--- config.mk ---
export PLATFORM = sky130hd
export DESIGN_NAME = rpsc_port
export DESIGN_NICKNAME = d
export VERILOG_FILES = /design/src/rpsc_pkg.sv /design/src/rpsc_port.sv
export SDC_FILE = /design/constraint.sdc
export NUM_CORES = 1
export LEC_CHECK = 0
export ABC_CLOCK_PERIOD_IN_PS = 3800
export BUFFER_PORTS_ARGS = -buffer_cell sky130_fd_sc_hd__clkbuf_2
export CAP_MARGIN = 20
export CELL_PAD_IN_SITES_DETAIL_PLACEMENT = 0
export CELL_PAD_IN_SITES_GLOBAL_PLACEMENT = 1
export CORE_ASPECT_RATIO = 0.6
export CORE_UTILIZATION = 40
export DETAILED_ROUTE_END_ITERATION = 16
export GPL_TIMING_DRIVEN = 0
export PLACE_DENSITY = 0.9
export REMOVE_ABC_BUFFERS = 1
export SKIP_LAST_GASP = 1
export SLEW_MARGIN = 20
export SYNTH_ARGS = -nofsm -noshare
export SYNTH_HDL_FRONTEND = slang
export SYNTH_SLANG_ARGS = --single-unit
export TNS_END_PERCENT = 50
--- constraint.sdc ---
create_clock -name aclk -period 3.8 [get_ports aclk]
set_input_delay 0.76 -clock aclk [delete_from_list [all_inputs] [get_ports aclk]]
set_output_delay 0.76 -clock aclk [all_outputs]
set_load 0.01 [all_outputs]
--- src/rpsc_pkg.sv ---
// Constants for the root port status and control block.
// Assumes a 32-bit AXI4-Lite register bus and a 100 MHz clock.

package rpsc_pkg;

  // ************************************************************
  // Bus and register map
  // ************************************************************
  localparam int AXI_ADDR_W = 8;
  localparam int AXI_DATA_W = 32;
  localparam int AXI_STRB_W = AXI_DATA_W / 8;
  localparam logic [AXI_ADDR_W-1:0] PORT_OFS = 8'h00;
  localparam logic [AXI_ADDR_W-1:0] IRQ_STAT_OFS = 8'h04;
  localparam logic [AXI_ADDR_W-1:0] IRQ_MASK_OFS = 8'h08;
  localparam logic [1:0] RESP_OKAY = 2'h0;
  localparam logic [1:0] RESP_SLVERR = 2'h2;
  localparam logic [AXI_DATA_W-1:0] DATA_ZERO = 32'h0000_0000;

  // ************************************************************
  // Port register fields
  // ************************************************************
  localparam int CONNECT_BIT = 0;
  localparam int ENABLE_BIT = 1;
  localparam int SUSPEND_BIT = 2;
  localparam int RESET_BIT = 4;
  localparam int POWER_BIT = 8;
  localparam int SPEED_BIT = 9;
  localparam int CHANGE_BIT = 16;

  // ************************************************************
  // Interrupt status and mask layout
  // ************************************************************
  localparam int IRQ_W = 2;
  localparam int IRQ_CONNECT_BIT = 0;
  localparam int IRQ_RESET_DONE_BIT = 1;
  localparam logic [IRQ_W-1:0] IRQ_ZERO = 2'h0;

  // ************************************************************
  // Timing
  // ************************************************************
  localparam int CLK_MHZ = 100;
  localparam int RESET_TIME_MS = 10;
  localparam int RESET_CYCLES = RESET_TIME_MS * 1000 * CLK_MHZ;
  localparam int SYNC_STAGES = 3;
  localparam int CNT_W = 32;

endpackage

--- src/rpsc_port.sv ---
// Status and control logic for one downstream root hub port, AXI4-Lite slave.
// Assumes the enable and suspend status come from port logic on aclk; the
// connect and speed lines come from the port pins, asynchronous to aclk.
//
// Overview of operation
// - Connect or disconnect sets the connect-change flag.
// - Reset, enable or suspend request while disconnected sets change flag instead.
// - Speed bit means something only while connected.
// - Speed bit reads 0 full-speed, 1 low-speed.
// - Writing 1 to bit 9 clears power.
// - Writing 1 to bit 8 sets power.
// - Bit 8 reads the power status.
// - Power status is tracked only, drives nothing.
// - Writing 1 to bit 4 starts reset signaling.
// - Writing 1 to bit 16 clears change flag.
// - Reset status reads 1 while reset signaling runs.
//
// Local design decisions: the register offsets and the AXI4-Lite interface to the registers.

`timescale 1ns/100ps
`default_nettype none

module rpsc_port #(
  parameter int RESET_CYCLES = rpsc_pkg::RESET_CYCLES
) (
  input wire logic aclk,
  input wire logic aresetn,
  input wire logic [rpsc_pkg::AXI_ADDR_W-1:0] s_axi_awaddr,
  input wire logic [2:0] s_axi_awprot,
  input wire logic s_axi_awvalid,
  output logic s_axi_awready,
  input wire logic [rpsc_pkg::AXI_DATA_W-1:0] s_axi_wdata,
  input wire logic [rpsc_pkg::AXI_STRB_W-1:0] s_axi_wstrb,
  input wire logic s_axi_wvalid,
  output logic s_axi_wready,
  output logic [1:0] s_axi_bresp,
  output logic s_axi_bvalid,
  input wire logic s_axi_bready,
  input wire logic [rpsc_pkg::AXI_ADDR_W-1:0] s_axi_araddr,
  input wire logic [2:0] s_axi_arprot,
  input wire logic s_axi_arvalid,
  output logic s_axi_arready,
  output logic [rpsc_pkg::AXI_DATA_W-1:0] s_axi_rdata,
  output logic [1:0] s_axi_rresp,
  output logic s_axi_rvalid,
  input wire logic s_axi_rready,
  input wire logic dev_connect_pin,
  input wire logic dev_low_speed_pin,
  input wire logic port_enable_status,
  input wire logic port_suspend_status,
  output logic current_connect,
  output logic usb_reset_drive,
  output logic set_enable_req,
  output logic set_suspend_req,
  output logic irq
);

  // ************************************************************
  // Pin synchronisers
  // ************************************************************
  logic [rpsc_pkg::SYNC_STAGES-1:0] conn_sync_reg;
  logic [rpsc_pkg::SYNC_STAGES-1:0] speed_sync_reg;
  logic connect_reg;
  logic low_speed_reg;
  logic conn_change_evt;

  // Stage 0 feeds stage 1 only; a level counts once stages 1 and 2 agree
  always_ff @(posedge aclk)
  begin
    if (!aresetn)
    begin
      conn_sync_reg <= '0;
      speed_sync_reg <= '0;
    end
    else
    begin
      conn_sync_reg <= {conn_sync_reg[1:0], dev_connect_pin};
      speed_sync_reg <= {speed_sync_reg[1:0], dev_low_speed_pin};
    end
  end

  assign conn_change_evt = (conn_sync_reg[1] == conn_sync_reg[2]) &&
                           (conn_sync_reg[2] != connect_reg);

  always_ff @(posedge aclk)
  begin
    if (!aresetn)
      connect_reg <= 1'b0;
    else if (conn_change_evt)
      connect_reg <= conn_sync_reg[2];
  end

  always_ff @(posedge aclk)
  begin
    if (!aresetn)
      low_speed_reg <= 1'b0;
    else if (speed_sync_reg[1] == speed_sync_reg[2])
      low_speed_reg <= speed_sync_reg[2];
  end

  // ************************************************************
  // AXI4-Lite write channel
  // ************************************************************
  logic aw_have_reg;
  logic w_have_reg;
  logic [rpsc_pkg::AXI_ADDR_W-1:0] aw_addr_reg;
  logic [rpsc_pkg::AXI_DATA_W-1:0] w_data_reg;
  logic [rpsc_pkg::AXI_DATA_W-1:0] w_mask;
  logic wr_fire;
  logic wr_port;
  logic wr_stat;
  logic wr_mask;

  always_ff @(posedge aclk)
  begin
    if (!aresetn)
    begin
      s_axi_awready <= 1'b0;
      aw_have_reg <= 1'b0;
      aw_addr_reg <= '0;
    end
    else if (s_axi_awvalid && s_axi_awready)
    begin
      s_axi_awready <= 1'b0;
      aw_have_reg <= 1'b1;
      aw_addr_reg <= s_axi_awaddr;
    end
    else if (wr_fire)
      aw_have_reg <= 1'b0;
    else if (!aw_have_reg && !s_axi_bvalid)
      s_axi_awready <= 1'b1;
  end

  // Byte lanes without a strobe write zeros, which every field ignores except the IRQ mask, which loads them
  generate
    for (genvar i = 0; i < rpsc_pkg::AXI_STRB_W; i++)
    begin : g_lane
      assign w_mask[i*8 +: 8] = {8{s_axi_wstrb[i]}};
    end
  endgenerate

  always_ff @(posedge aclk)
  begin
    if (!aresetn)
    begin
      s_axi_wready <= 1'b0;
      w_have_reg <= 1'b0;
      w_data_reg <= '0;
    end
    else if (s_axi_wvalid && s_axi_wready)
    begin
      s_axi_wready <= 1'b0;
      w_have_reg <= 1'b1;
      w_data_reg <= s_axi_wdata & w_mask;
    end
    else if (wr_fire)
      w_have_reg <= 1'b0;
    else if (!w_have_reg && !s_axi_bvalid)
      s_axi_wready <= 1'b1;
  end

  assign wr_fire = aw_have_reg && w_have_reg && !s_axi_bvalid;
  assign wr_port = wr_fire && (aw_addr_reg == rpsc_pkg::PORT_OFS);
  assign wr_stat = wr_fire && (aw_addr_reg == rpsc_pkg::IRQ_STAT_OFS);
  assign wr_mask = wr_fire && (aw_addr_reg == rpsc_pkg::IRQ_MASK_OFS);

  always_ff @(posedge aclk)
  begin
    if (!aresetn)
    begin
      s_axi_bvalid <= 1'b0;
      s_axi_bresp <= rpsc_pkg::RESP_OKAY;
    end
    else if (wr_fire)
    begin
      s_axi_bvalid <= 1'b1;
      s_axi_bresp <= (wr_port || wr_stat || wr_mask) ? rpsc_pkg::RESP_OKAY :
                     rpsc_pkg::RESP_SLVERR;
    end
    else if (s_axi_bready)
    begin
      s_axi_bvalid <= 1'b0;
    end
  end

  // ************************************************************
  // Port control state
  // ************************************************************
  logic change_reg;
  logic power_reg;
  logic reset_reg;
  logic [rpsc_pkg::CNT_W-1:0] reset_cnt_reg;
  logic reset_done;
  logic refused_req;
  logic change_set;
  logic reset_start;

  // A reset, enable or suspend request while disconnected is turned into a change report
  assign refused_req = wr_port && !connect_reg &&
                       (w_data_reg[rpsc_pkg::RESET_BIT] ||
                        w_data_reg[rpsc_pkg::ENABLE_BIT] ||
                        w_data_reg[rpsc_pkg::SUSPEND_BIT]);
  assign change_set = conn_change_evt || refused_req;

  // Set beats the software clear in the same cycle
  always_ff @(posedge aclk)
  begin
    if (!aresetn)
      change_reg <= 1'b0;
    else if (change_set)
      change_reg <= 1'b1;
    else if (wr_port && w_data_reg[rpsc_pkg::CHANGE_BIT])
      change_reg <= 1'b0;
  end

  // Bookkeeping only: nothing leaves the block to switch real port power
  always_ff @(posedge aclk)
  begin
    if (!aresetn)
      power_reg <= 1'b0;
    else if (wr_port && w_data_reg[rpsc_pkg::SPEED_BIT])
      power_reg <= 1'b0;
    else if (wr_port && w_data_reg[rpsc_pkg::POWER_BIT])
      power_reg <= 1'b1;
  end

  assign reset_done = reset_reg &&
                      (reset_cnt_reg == rpsc_pkg::CNT_W'(RESET_CYCLES - 1));
  assign reset_start = wr_port && connect_reg && !reset_reg &&
                       w_data_reg[rpsc_pkg::RESET_BIT];

  // A second start request during signaling does not restart the timer
  always_ff @(posedge aclk)
  begin
    if (!aresetn)
    begin
      reset_reg <= 1'b0;
      reset_cnt_reg <= '0;
    end
    else if (reset_done)
    begin
      reset_reg <= 1'b0;
      reset_cnt_reg <= '0;
    end
    else if (reset_reg)
      reset_cnt_reg <= reset_cnt_reg + 1'b1;
    else if (reset_start)
      reset_reg <= 1'b1;
  end

  always_ff @(posedge aclk)
  begin
    if (!aresetn)
    begin
      usb_reset_drive <= 1'b0;
      current_connect <= 1'b0;
      set_enable_req <= 1'b0;
      set_suspend_req <= 1'b0;
    end
    else
    begin
      // Tracks the status bit exactly: never shows 0 while reset is on the pins
      usb_reset_drive <= (reset_reg && !reset_done) || reset_start;
      current_connect <= connect_reg;
      set_enable_req <= wr_port && connect_reg && w_data_reg[rpsc_pkg::ENABLE_BIT];
      set_suspend_req <= wr_port && connect_reg && w_data_reg[rpsc_pkg::SUSPEND_BIT];
    end
  end

  // ************************************************************
  // Interrupts
  // ************************************************************
  logic [rpsc_pkg::IRQ_W-1:0] irq_stat_reg;
  logic [rpsc_pkg::IRQ_W-1:0] irq_mask_reg;
  logic [rpsc_pkg::IRQ_W-1:0] irq_set;
  logic [rpsc_pkg::IRQ_W-1:0] irq_clr;

  assign irq_set[rpsc_pkg::IRQ_CONNECT_BIT] = change_set;
  assign irq_set[rpsc_pkg::IRQ_RESET_DONE_BIT] = reset_done;
  assign irq_clr = wr_stat ? w_data_reg[rpsc_pkg::IRQ_W-1:0] : rpsc_pkg::IRQ_ZERO;

  always_ff @(posedge aclk)
  begin
    if (!aresetn)
      irq_stat_reg <= rpsc_pkg::IRQ_ZERO;
    else
      irq_stat_reg <= (irq_stat_reg & ~irq_clr) | irq_set;
  end

  always_ff @(posedge aclk)
  begin
    if (!aresetn)
      irq_mask_reg <= rpsc_pkg::IRQ_ZERO;
    else if (wr_mask)
      irq_mask_reg <= w_data_reg[rpsc_pkg::IRQ_W-1:0];
  end

  always_ff @(posedge aclk)
  begin
    if (!aresetn)
      irq <= 1'b0;
    else
      irq <= |(irq_stat_reg & irq_mask_reg);
  end

  // ************************************************************
  // AXI4-Lite read channel
  // ************************************************************
  logic [rpsc_pkg::AXI_DATA_W-1:0] rdata_next;
  logic rd_hit;

  always_comb
  begin
    rdata_next = rpsc_pkg::DATA_ZERO;
    rd_hit = 1'b1;
    unique case (s_axi_araddr)
      rpsc_pkg::PORT_OFS:
      begin
        rdata_next[rpsc_pkg::CONNECT_BIT] = connect_reg;
        rdata_next[rpsc_pkg::ENABLE_BIT] = port_enable_status;
        rdata_next[rpsc_pkg::SUSPEND_BIT] = port_suspend_status;
        rdata_next[rpsc_pkg::RESET_BIT] = reset_reg;
        rdata_next[rpsc_pkg::POWER_BIT] = power_reg;
        // Speed is only meaningful while connected, so it reads 0 otherwise
        rdata_next[rpsc_pkg::SPEED_BIT] = low_speed_reg && connect_reg;
        rdata_next[rpsc_pkg::CHANGE_BIT] = change_reg;
      end
      rpsc_pkg::IRQ_STAT_OFS:
        rdata_next[rpsc_pkg::IRQ_W-1:0] = irq_stat_reg;
      rpsc_pkg::IRQ_MASK_OFS:
        rdata_next[rpsc_pkg::IRQ_W-1:0] = irq_mask_reg;
      default:
        rd_hit = 1'b0;
    endcase
  end

  always_ff @(posedge aclk)
  begin
    if (!aresetn)
    begin
      s_axi_arready <= 1'b0;
      s_axi_rvalid <= 1'b0;
      s_axi_rdata <= rpsc_pkg::DATA_ZERO;
      s_axi_rresp <= rpsc_pkg::RESP_OKAY;
    end
    else if (s_axi_arvalid && s_axi_arready)
    begin
      s_axi_arready <= 1'b0;
      s_axi_rvalid <= 1'b1;
      s_axi_rdata <= rdata_next;
      s_axi_rresp <= rd_hit ? rpsc_pkg::RESP_OKAY : rpsc_pkg::RESP_SLVERR;
    end
    else if (s_axi_rvalid)
    begin
      if (s_axi_rready)
        s_axi_rvalid <= 1'b0;
    end
    else
      s_axi_arready <= 1'b1;
  end

endmodule

`default_nettype wire

==> flow_summary.yaml <==
placed_design:
  final_weighted_congestion_in_routability_driven_placement: 0.807
  port_buffers: 55
  dpl.hpwl_um: 6340
power:
  combinationalPowerShare_pct: 5.7
  internal_power_mw: 1.36
  leakagePower_nw: 1.56
  clock_power_share_pct: 42.9
  switching_power_uw: 394
  share_seq_of_total_power_pct: 51.4
  p_per_area_nw_per_um2: 409
  vdd_ir_drop_max_mv: 0.208
  swShare_pct: 22.4
detailed_routing:
  firstDrtPassIters: 7
  wl_met2_um: 3510
  dr_total_vias: 3362
  routed_via_density: 5.42
  postRouteWirelength_um: 8740
  detail_route.wirelength.met1_um: 4440
  detailroute.wirelength.met3_um: 683
  drt_iter0_drc: 358
  drt_drc_violations_left: 0
  route.top_layer_used: "met4"
  wl_per_cell_um: 14.1
  postRouteAntennaNets: 0
cts:
  worst_setup_hold_path_clk_slew_ns: 0.06
  post-cts-setup-buffers: 0
  clock_tree.root_cell: "sky130_fd_sc_hd__clkbuf_16"
  cts_hold_repair.buffers: 0
  numCtsBuffers: 9
  tritoncts_clock_tree: "yes"
  cts-htree-levels: 3
  max_clock_buf_depth: 2
  clock_sinks: 83
  source_to_sink_clock_delay_at_the_later_pin_of_the_worst_skew_pair_ns: 0.33
  postCtsResizedCells: 0
worst_hold_path:
  timing.hold.worst.class: "reg2reg"
  worst_hold_path.endpoint: "speed_sync_reg[1]"
  worstHoldPathCells: 1
  min-delay-start: "speed_sync_reg[0]"
setup_path:
  worstPathArrival_ns: 2.66
  crit-reg2reg-launch: "reset_cnt_reg[6]"
  worstSetupPathDepth: 6
  regToRegEndpoint: "reset_cnt_reg[20]"
  critPathBufInv: 2
  worst_path_dominant_cell_family: "compound AO/OA/AOI/OAI gates"
  timing_worst_setup_path_type: "reg2reg"
  max_stage_delay_ns: 0.77
  startpoint_type: "register"
  reg2reg_setup_slack_ns: 1.35
  cp-end-kind: "register"
  crit_chain: "nor4_1 > nand4_1 > o41ai_2 > buf_4 > buf_2 > a21oi_1"
  critPathRequiredTime_ns: 4.02
  crit_path_max_fanout: 8
  timing.reg2reg.worst_path_depth: 6
  cp_slowest_cell: "sky130_fd_sc_hd__o41ai_2"
yosys:
  synth.lib_cells_used.distinct: 56
  seq_area_frac_synth_pct: 44.0
  yosys.area_share.adder_pct: 0.331
  synth_enable_flop_cells: 0
  synth.cell_area_um2: 3780
  synth_flop_cell: "sky130_fd_sc_hd__dfxtp_1"
  ys_async_sr_fraction_pct: 0
  avgSynthCellArea_um2: 8.59
  post_synth_inst_count: 440
  post_synthesis_xor_xnor_area_fraction_pct: 3.01
  post_synth_and_or_nand_nor_area_fraction_pct: 29.0
  synth-compound-area-share_pct: 13.9
  synth.area.mux_share_pct: 1.32
  yosysWarningCount: 0
  main_combinational_cell_family_by_area_after_synthesis: "simple AND/OR/NAND/NOR gates"
  ys_ff_latch: 83
timing:
  rsz0062_at_grt: "no"
  fmax_mhz: 409
  timing.final.hold_violations: 0
  timing.final.setup_violations: 0
  worst-slew-pin-transition_ns: 0.733
  worst_slew_margin_rel_pct: 50.6
  layout_min_cycle_time_ns: 2.45
  finClkSkew_ns: 0.00551
  drv_slew: 0
  fin_setup_tns_ns: 0
  final.period_utilization_pct: 64.4
final_layout:
  layout.filler_cells: 854
  largest_register_ff_count: 32
  multi_input_area_um2: 1910
  final_layout_size_suffix_gt1_share_pct: 17.8
  antennaDiodeCount: 0
  final_net_count: 560
  final_core_utilization_pct: 47.0
  ff_latch_area_um2: 1660
  flow.area_growth_from_synthesis_pct: 13.9
global_route:
  grt_first_pass_wirelength_um: 14100
  vias_in_the_first_global_route: 2918
  maximum_number_of_pins_on_one_net_before_global_route_repair: 45
  antenna_violations_before_repair: 0
  grt.overflow.total: 0
  globalRouteTotalUtil_pct: 18.3
floorplan:
  dieHeight_um: 77.3
  fp.dieW_um: 127
  core_region_area_um2: 9160
  number_of_top_level_pins: 115
  placementRows: 27
  die-area_um2: 9860
  initial_cell_density_of_the_core_pct: 41.3
run:
  timing.max_cap.violations: 0
status:
  outcome: "complete, no violations"
-- synthesized netlist by cell type, types with 2 or more instances --
cell | number | area (um2)
sky130_fd_sc_hd__a21oi_1 | 41 | 205
sky130_fd_sc_hd__or4_1 | 9 | 67.6
sky130_fd_sc_hd__xor2_1 | 7 | 61.3
sky130_fd_sc_hd__and2_1 | 9 | 56.3
sky130_fd_sc_hd__a211oi_1 | 2 | 15.0
sky130_fd_sc_hd__or4b_2 | 3 | 30.0
sky130_fd_sc_hd__nor3b_1 | 2 | 15.0
sky130_fd_sc_hd__or3_1 | 7 | 43.8
sky130_fd_sc_hd__buf_4 | 27 | 203
sky130_fd_sc_hd__dfxtp_1 | 83 | 1660
sky130_fd_sc_hd__or4_4 | 3 | 33.8
sky130_fd_sc_hd__clkbuf_1 | 12 | 45.0
sky130_fd_sc_hd__and3_1 | 4 | 25.0
sky130_fd_sc_hd__mux2i_1 | 5 | 50.1
sky130_fd_sc_hd__nand3_1 | 26 | 130
sky130_fd_sc_hd__nor4_1 | 15 | 93.8
sky130_fd_sc_hd__and4_1 | 4 | 35.0
sky130_fd_sc_hd__nand2b_1 | 3 | 18.8
sky130_fd_sc_hd__nor2b_1 | 2 | 12.5
sky130_fd_sc_hd__o2bb2ai_1 | 2 | 17.5
sky130_fd_sc_hd__a22oi_1 | 7 | 52.6
sky130_fd_sc_hd__a31oi_1 | 5 | 31.3
sky130_fd_sc_hd__o31ai_1 | 7 | 52.6
sky130_fd_sc_hd__nand4_1 | 16 | 100
sky130_fd_sc_hd__nor2_1 | 38 | 143
sky130_fd_sc_hd__inv_1 | 7 | 26.3
sky130_fd_sc_hd__buf_2 | 5 | 25.0
sky130_fd_sc_hd__nand2_1 | 35 | 131
sky130_fd_sc_hd__nor3_1 | 7 | 35.0
sky130_fd_sc_hd__xnor2_1 | 6 | 52.6
sky130_fd_sc_hd__o41ai_1 | 4 | 35.0
sky130_fd_sc_hd__o21ai_0 | 13 | 65.1
-- cells in the final DEF (no fill, tap or decap), types with 4 or more instances in the layout --
cell type | netlist | final
sky130_fd_sc_hd__inv_1 | 7 | 7
sky130_fd_sc_hd__o31ai_1 | 7 | 7
sky130_fd_sc_hd__nand3_1 | 26 | 26
sky130_fd_sc_hd__a21oi_1 | 41 | 41
sky130_fd_sc_hd__nand4_1 | 16 | 16
sky130_fd_sc_hd__dfxtp_1 | 83 | 83
sky130_fd_sc_hd__conb_1 | 1 | 27
sky130_fd_sc_hd__nor4_1 | 15 | 15
sky130_fd_sc_hd__o21ai_0 | 13 | 13
sky130_fd_sc_hd__a31oi_1 | 5 | 5
sky130_fd_sc_hd__nand2_1 | 35 | 35
sky130_fd_sc_hd__and2_1 | 9 | 9
sky130_fd_sc_hd__nor2_1 | 38 | 38
sky130_fd_sc_hd__mux2i_1 | 5 | 5
sky130_fd_sc_hd__clkbuf_16 | 0 | 9
sky130_fd_sc_hd__and4_1 | 4 | 4
sky130_fd_sc_hd__xnor2_1 | 6 | 6
sky130_fd_sc_hd__or3_1 | 7 | 7
sky130_fd_sc_hd__a22oi_1 | 7 | 7
sky130_fd_sc_hd__or4_1 | 9 | 9
sky130_fd_sc_hd__xor2_1 | 7 | 7
sky130_fd_sc_hd__and3_1 | 4 | 4
sky130_fd_sc_hd__clkbuf_2 | 0 | 55
sky130_fd_sc_hd__nor3_1 | 7 | 7
-- per-layer routing --
metal	GRT usage, %	vias up
met2	25.5	132
met5	0	-
met1	26.5	1564
met4	6.07	0
li1	-	1656
met3	5.23	10
-- cell type report --
cell class	instances	share of cell area (%)
multi-input combinational	329	44.3
sequential	83	38.6
timing repair buffer	59	6.97
clock buffer	10	5.55
tap	130	3.78
inverter	8	0.727
clock inverter	1	0.116
-- power groups by stage --
| stage | registers, mW | clock network, mW | logic (mW) |
|---|---|---|---|
| 2_1_floorplan | 0.921 | 0 | 0.0545 |
| 3_3_place_gp | 0.922 | 0 | 0.0952 |
| 3_5_place_dp | 0.923 | 0 | 0.101 |
| 4_1_cts | 0.904 | 0.774 | 0.101 |
| 5_1_grt | 0.906 | 0.805 | 0.113 |
| 6_report | 0.904 | 0.754 | 0.101 |
-- per-stage QoR --
| stage | cell area (um2) | setup WS, ns | power, mW | hold WS (ns) | instances |
|---|---|---|---|---|---|
| after floorplan | 3590 | 0.240 | 0.975 | 0.412 | 420 |
| after global placement | 4030 | -1.51 | 1.02 | 0.413 | 605 |
| after detailed placement | 4060 | 1.22 | 1.02 | 0.425 | 609 |
| after CTS | 4310 | 1.43 | 1.78 | 0.438 | 620 |
| after global routing | 4310 | 1.20 | 1.82 | 0.471 | 620 |
| final | 4310 | 1.35 | 1.76 | 0.433 | 620 |
-- logic make-up after synthesis --
family,after synthesis
adder cells (fa/ha/maj),1
XOR/XNOR,13
AO/OA/AOI/OAI,87
other,1
AND/OR/NAND/NOR,196
buffers and inverters,54
multiplexers,5
flip-flops,83
-- how the worst max path moves through the flow --
| stage | from | endpoint | slack, ns |
|---|---|---|---|
| final | reset_cnt_reg[6] | reset_cnt_reg[20] | 1.35 |
| after global routing | reset_cnt_reg[6] | reset_cnt_reg[23] | 1.20 |
| after CTS | reset_cnt_reg[6] | reset_cnt_reg[20] | 1.43 |
| after detailed placement | aresetn | change_reg | 1.22 |
| after global placement | reset_cnt_reg[23] | usb_reset_drive | -1.51 |
| after floorplan | reset_cnt_reg[2] | reset_cnt_reg[0] | 0.24 |
(Power assumes the default switching activity.)
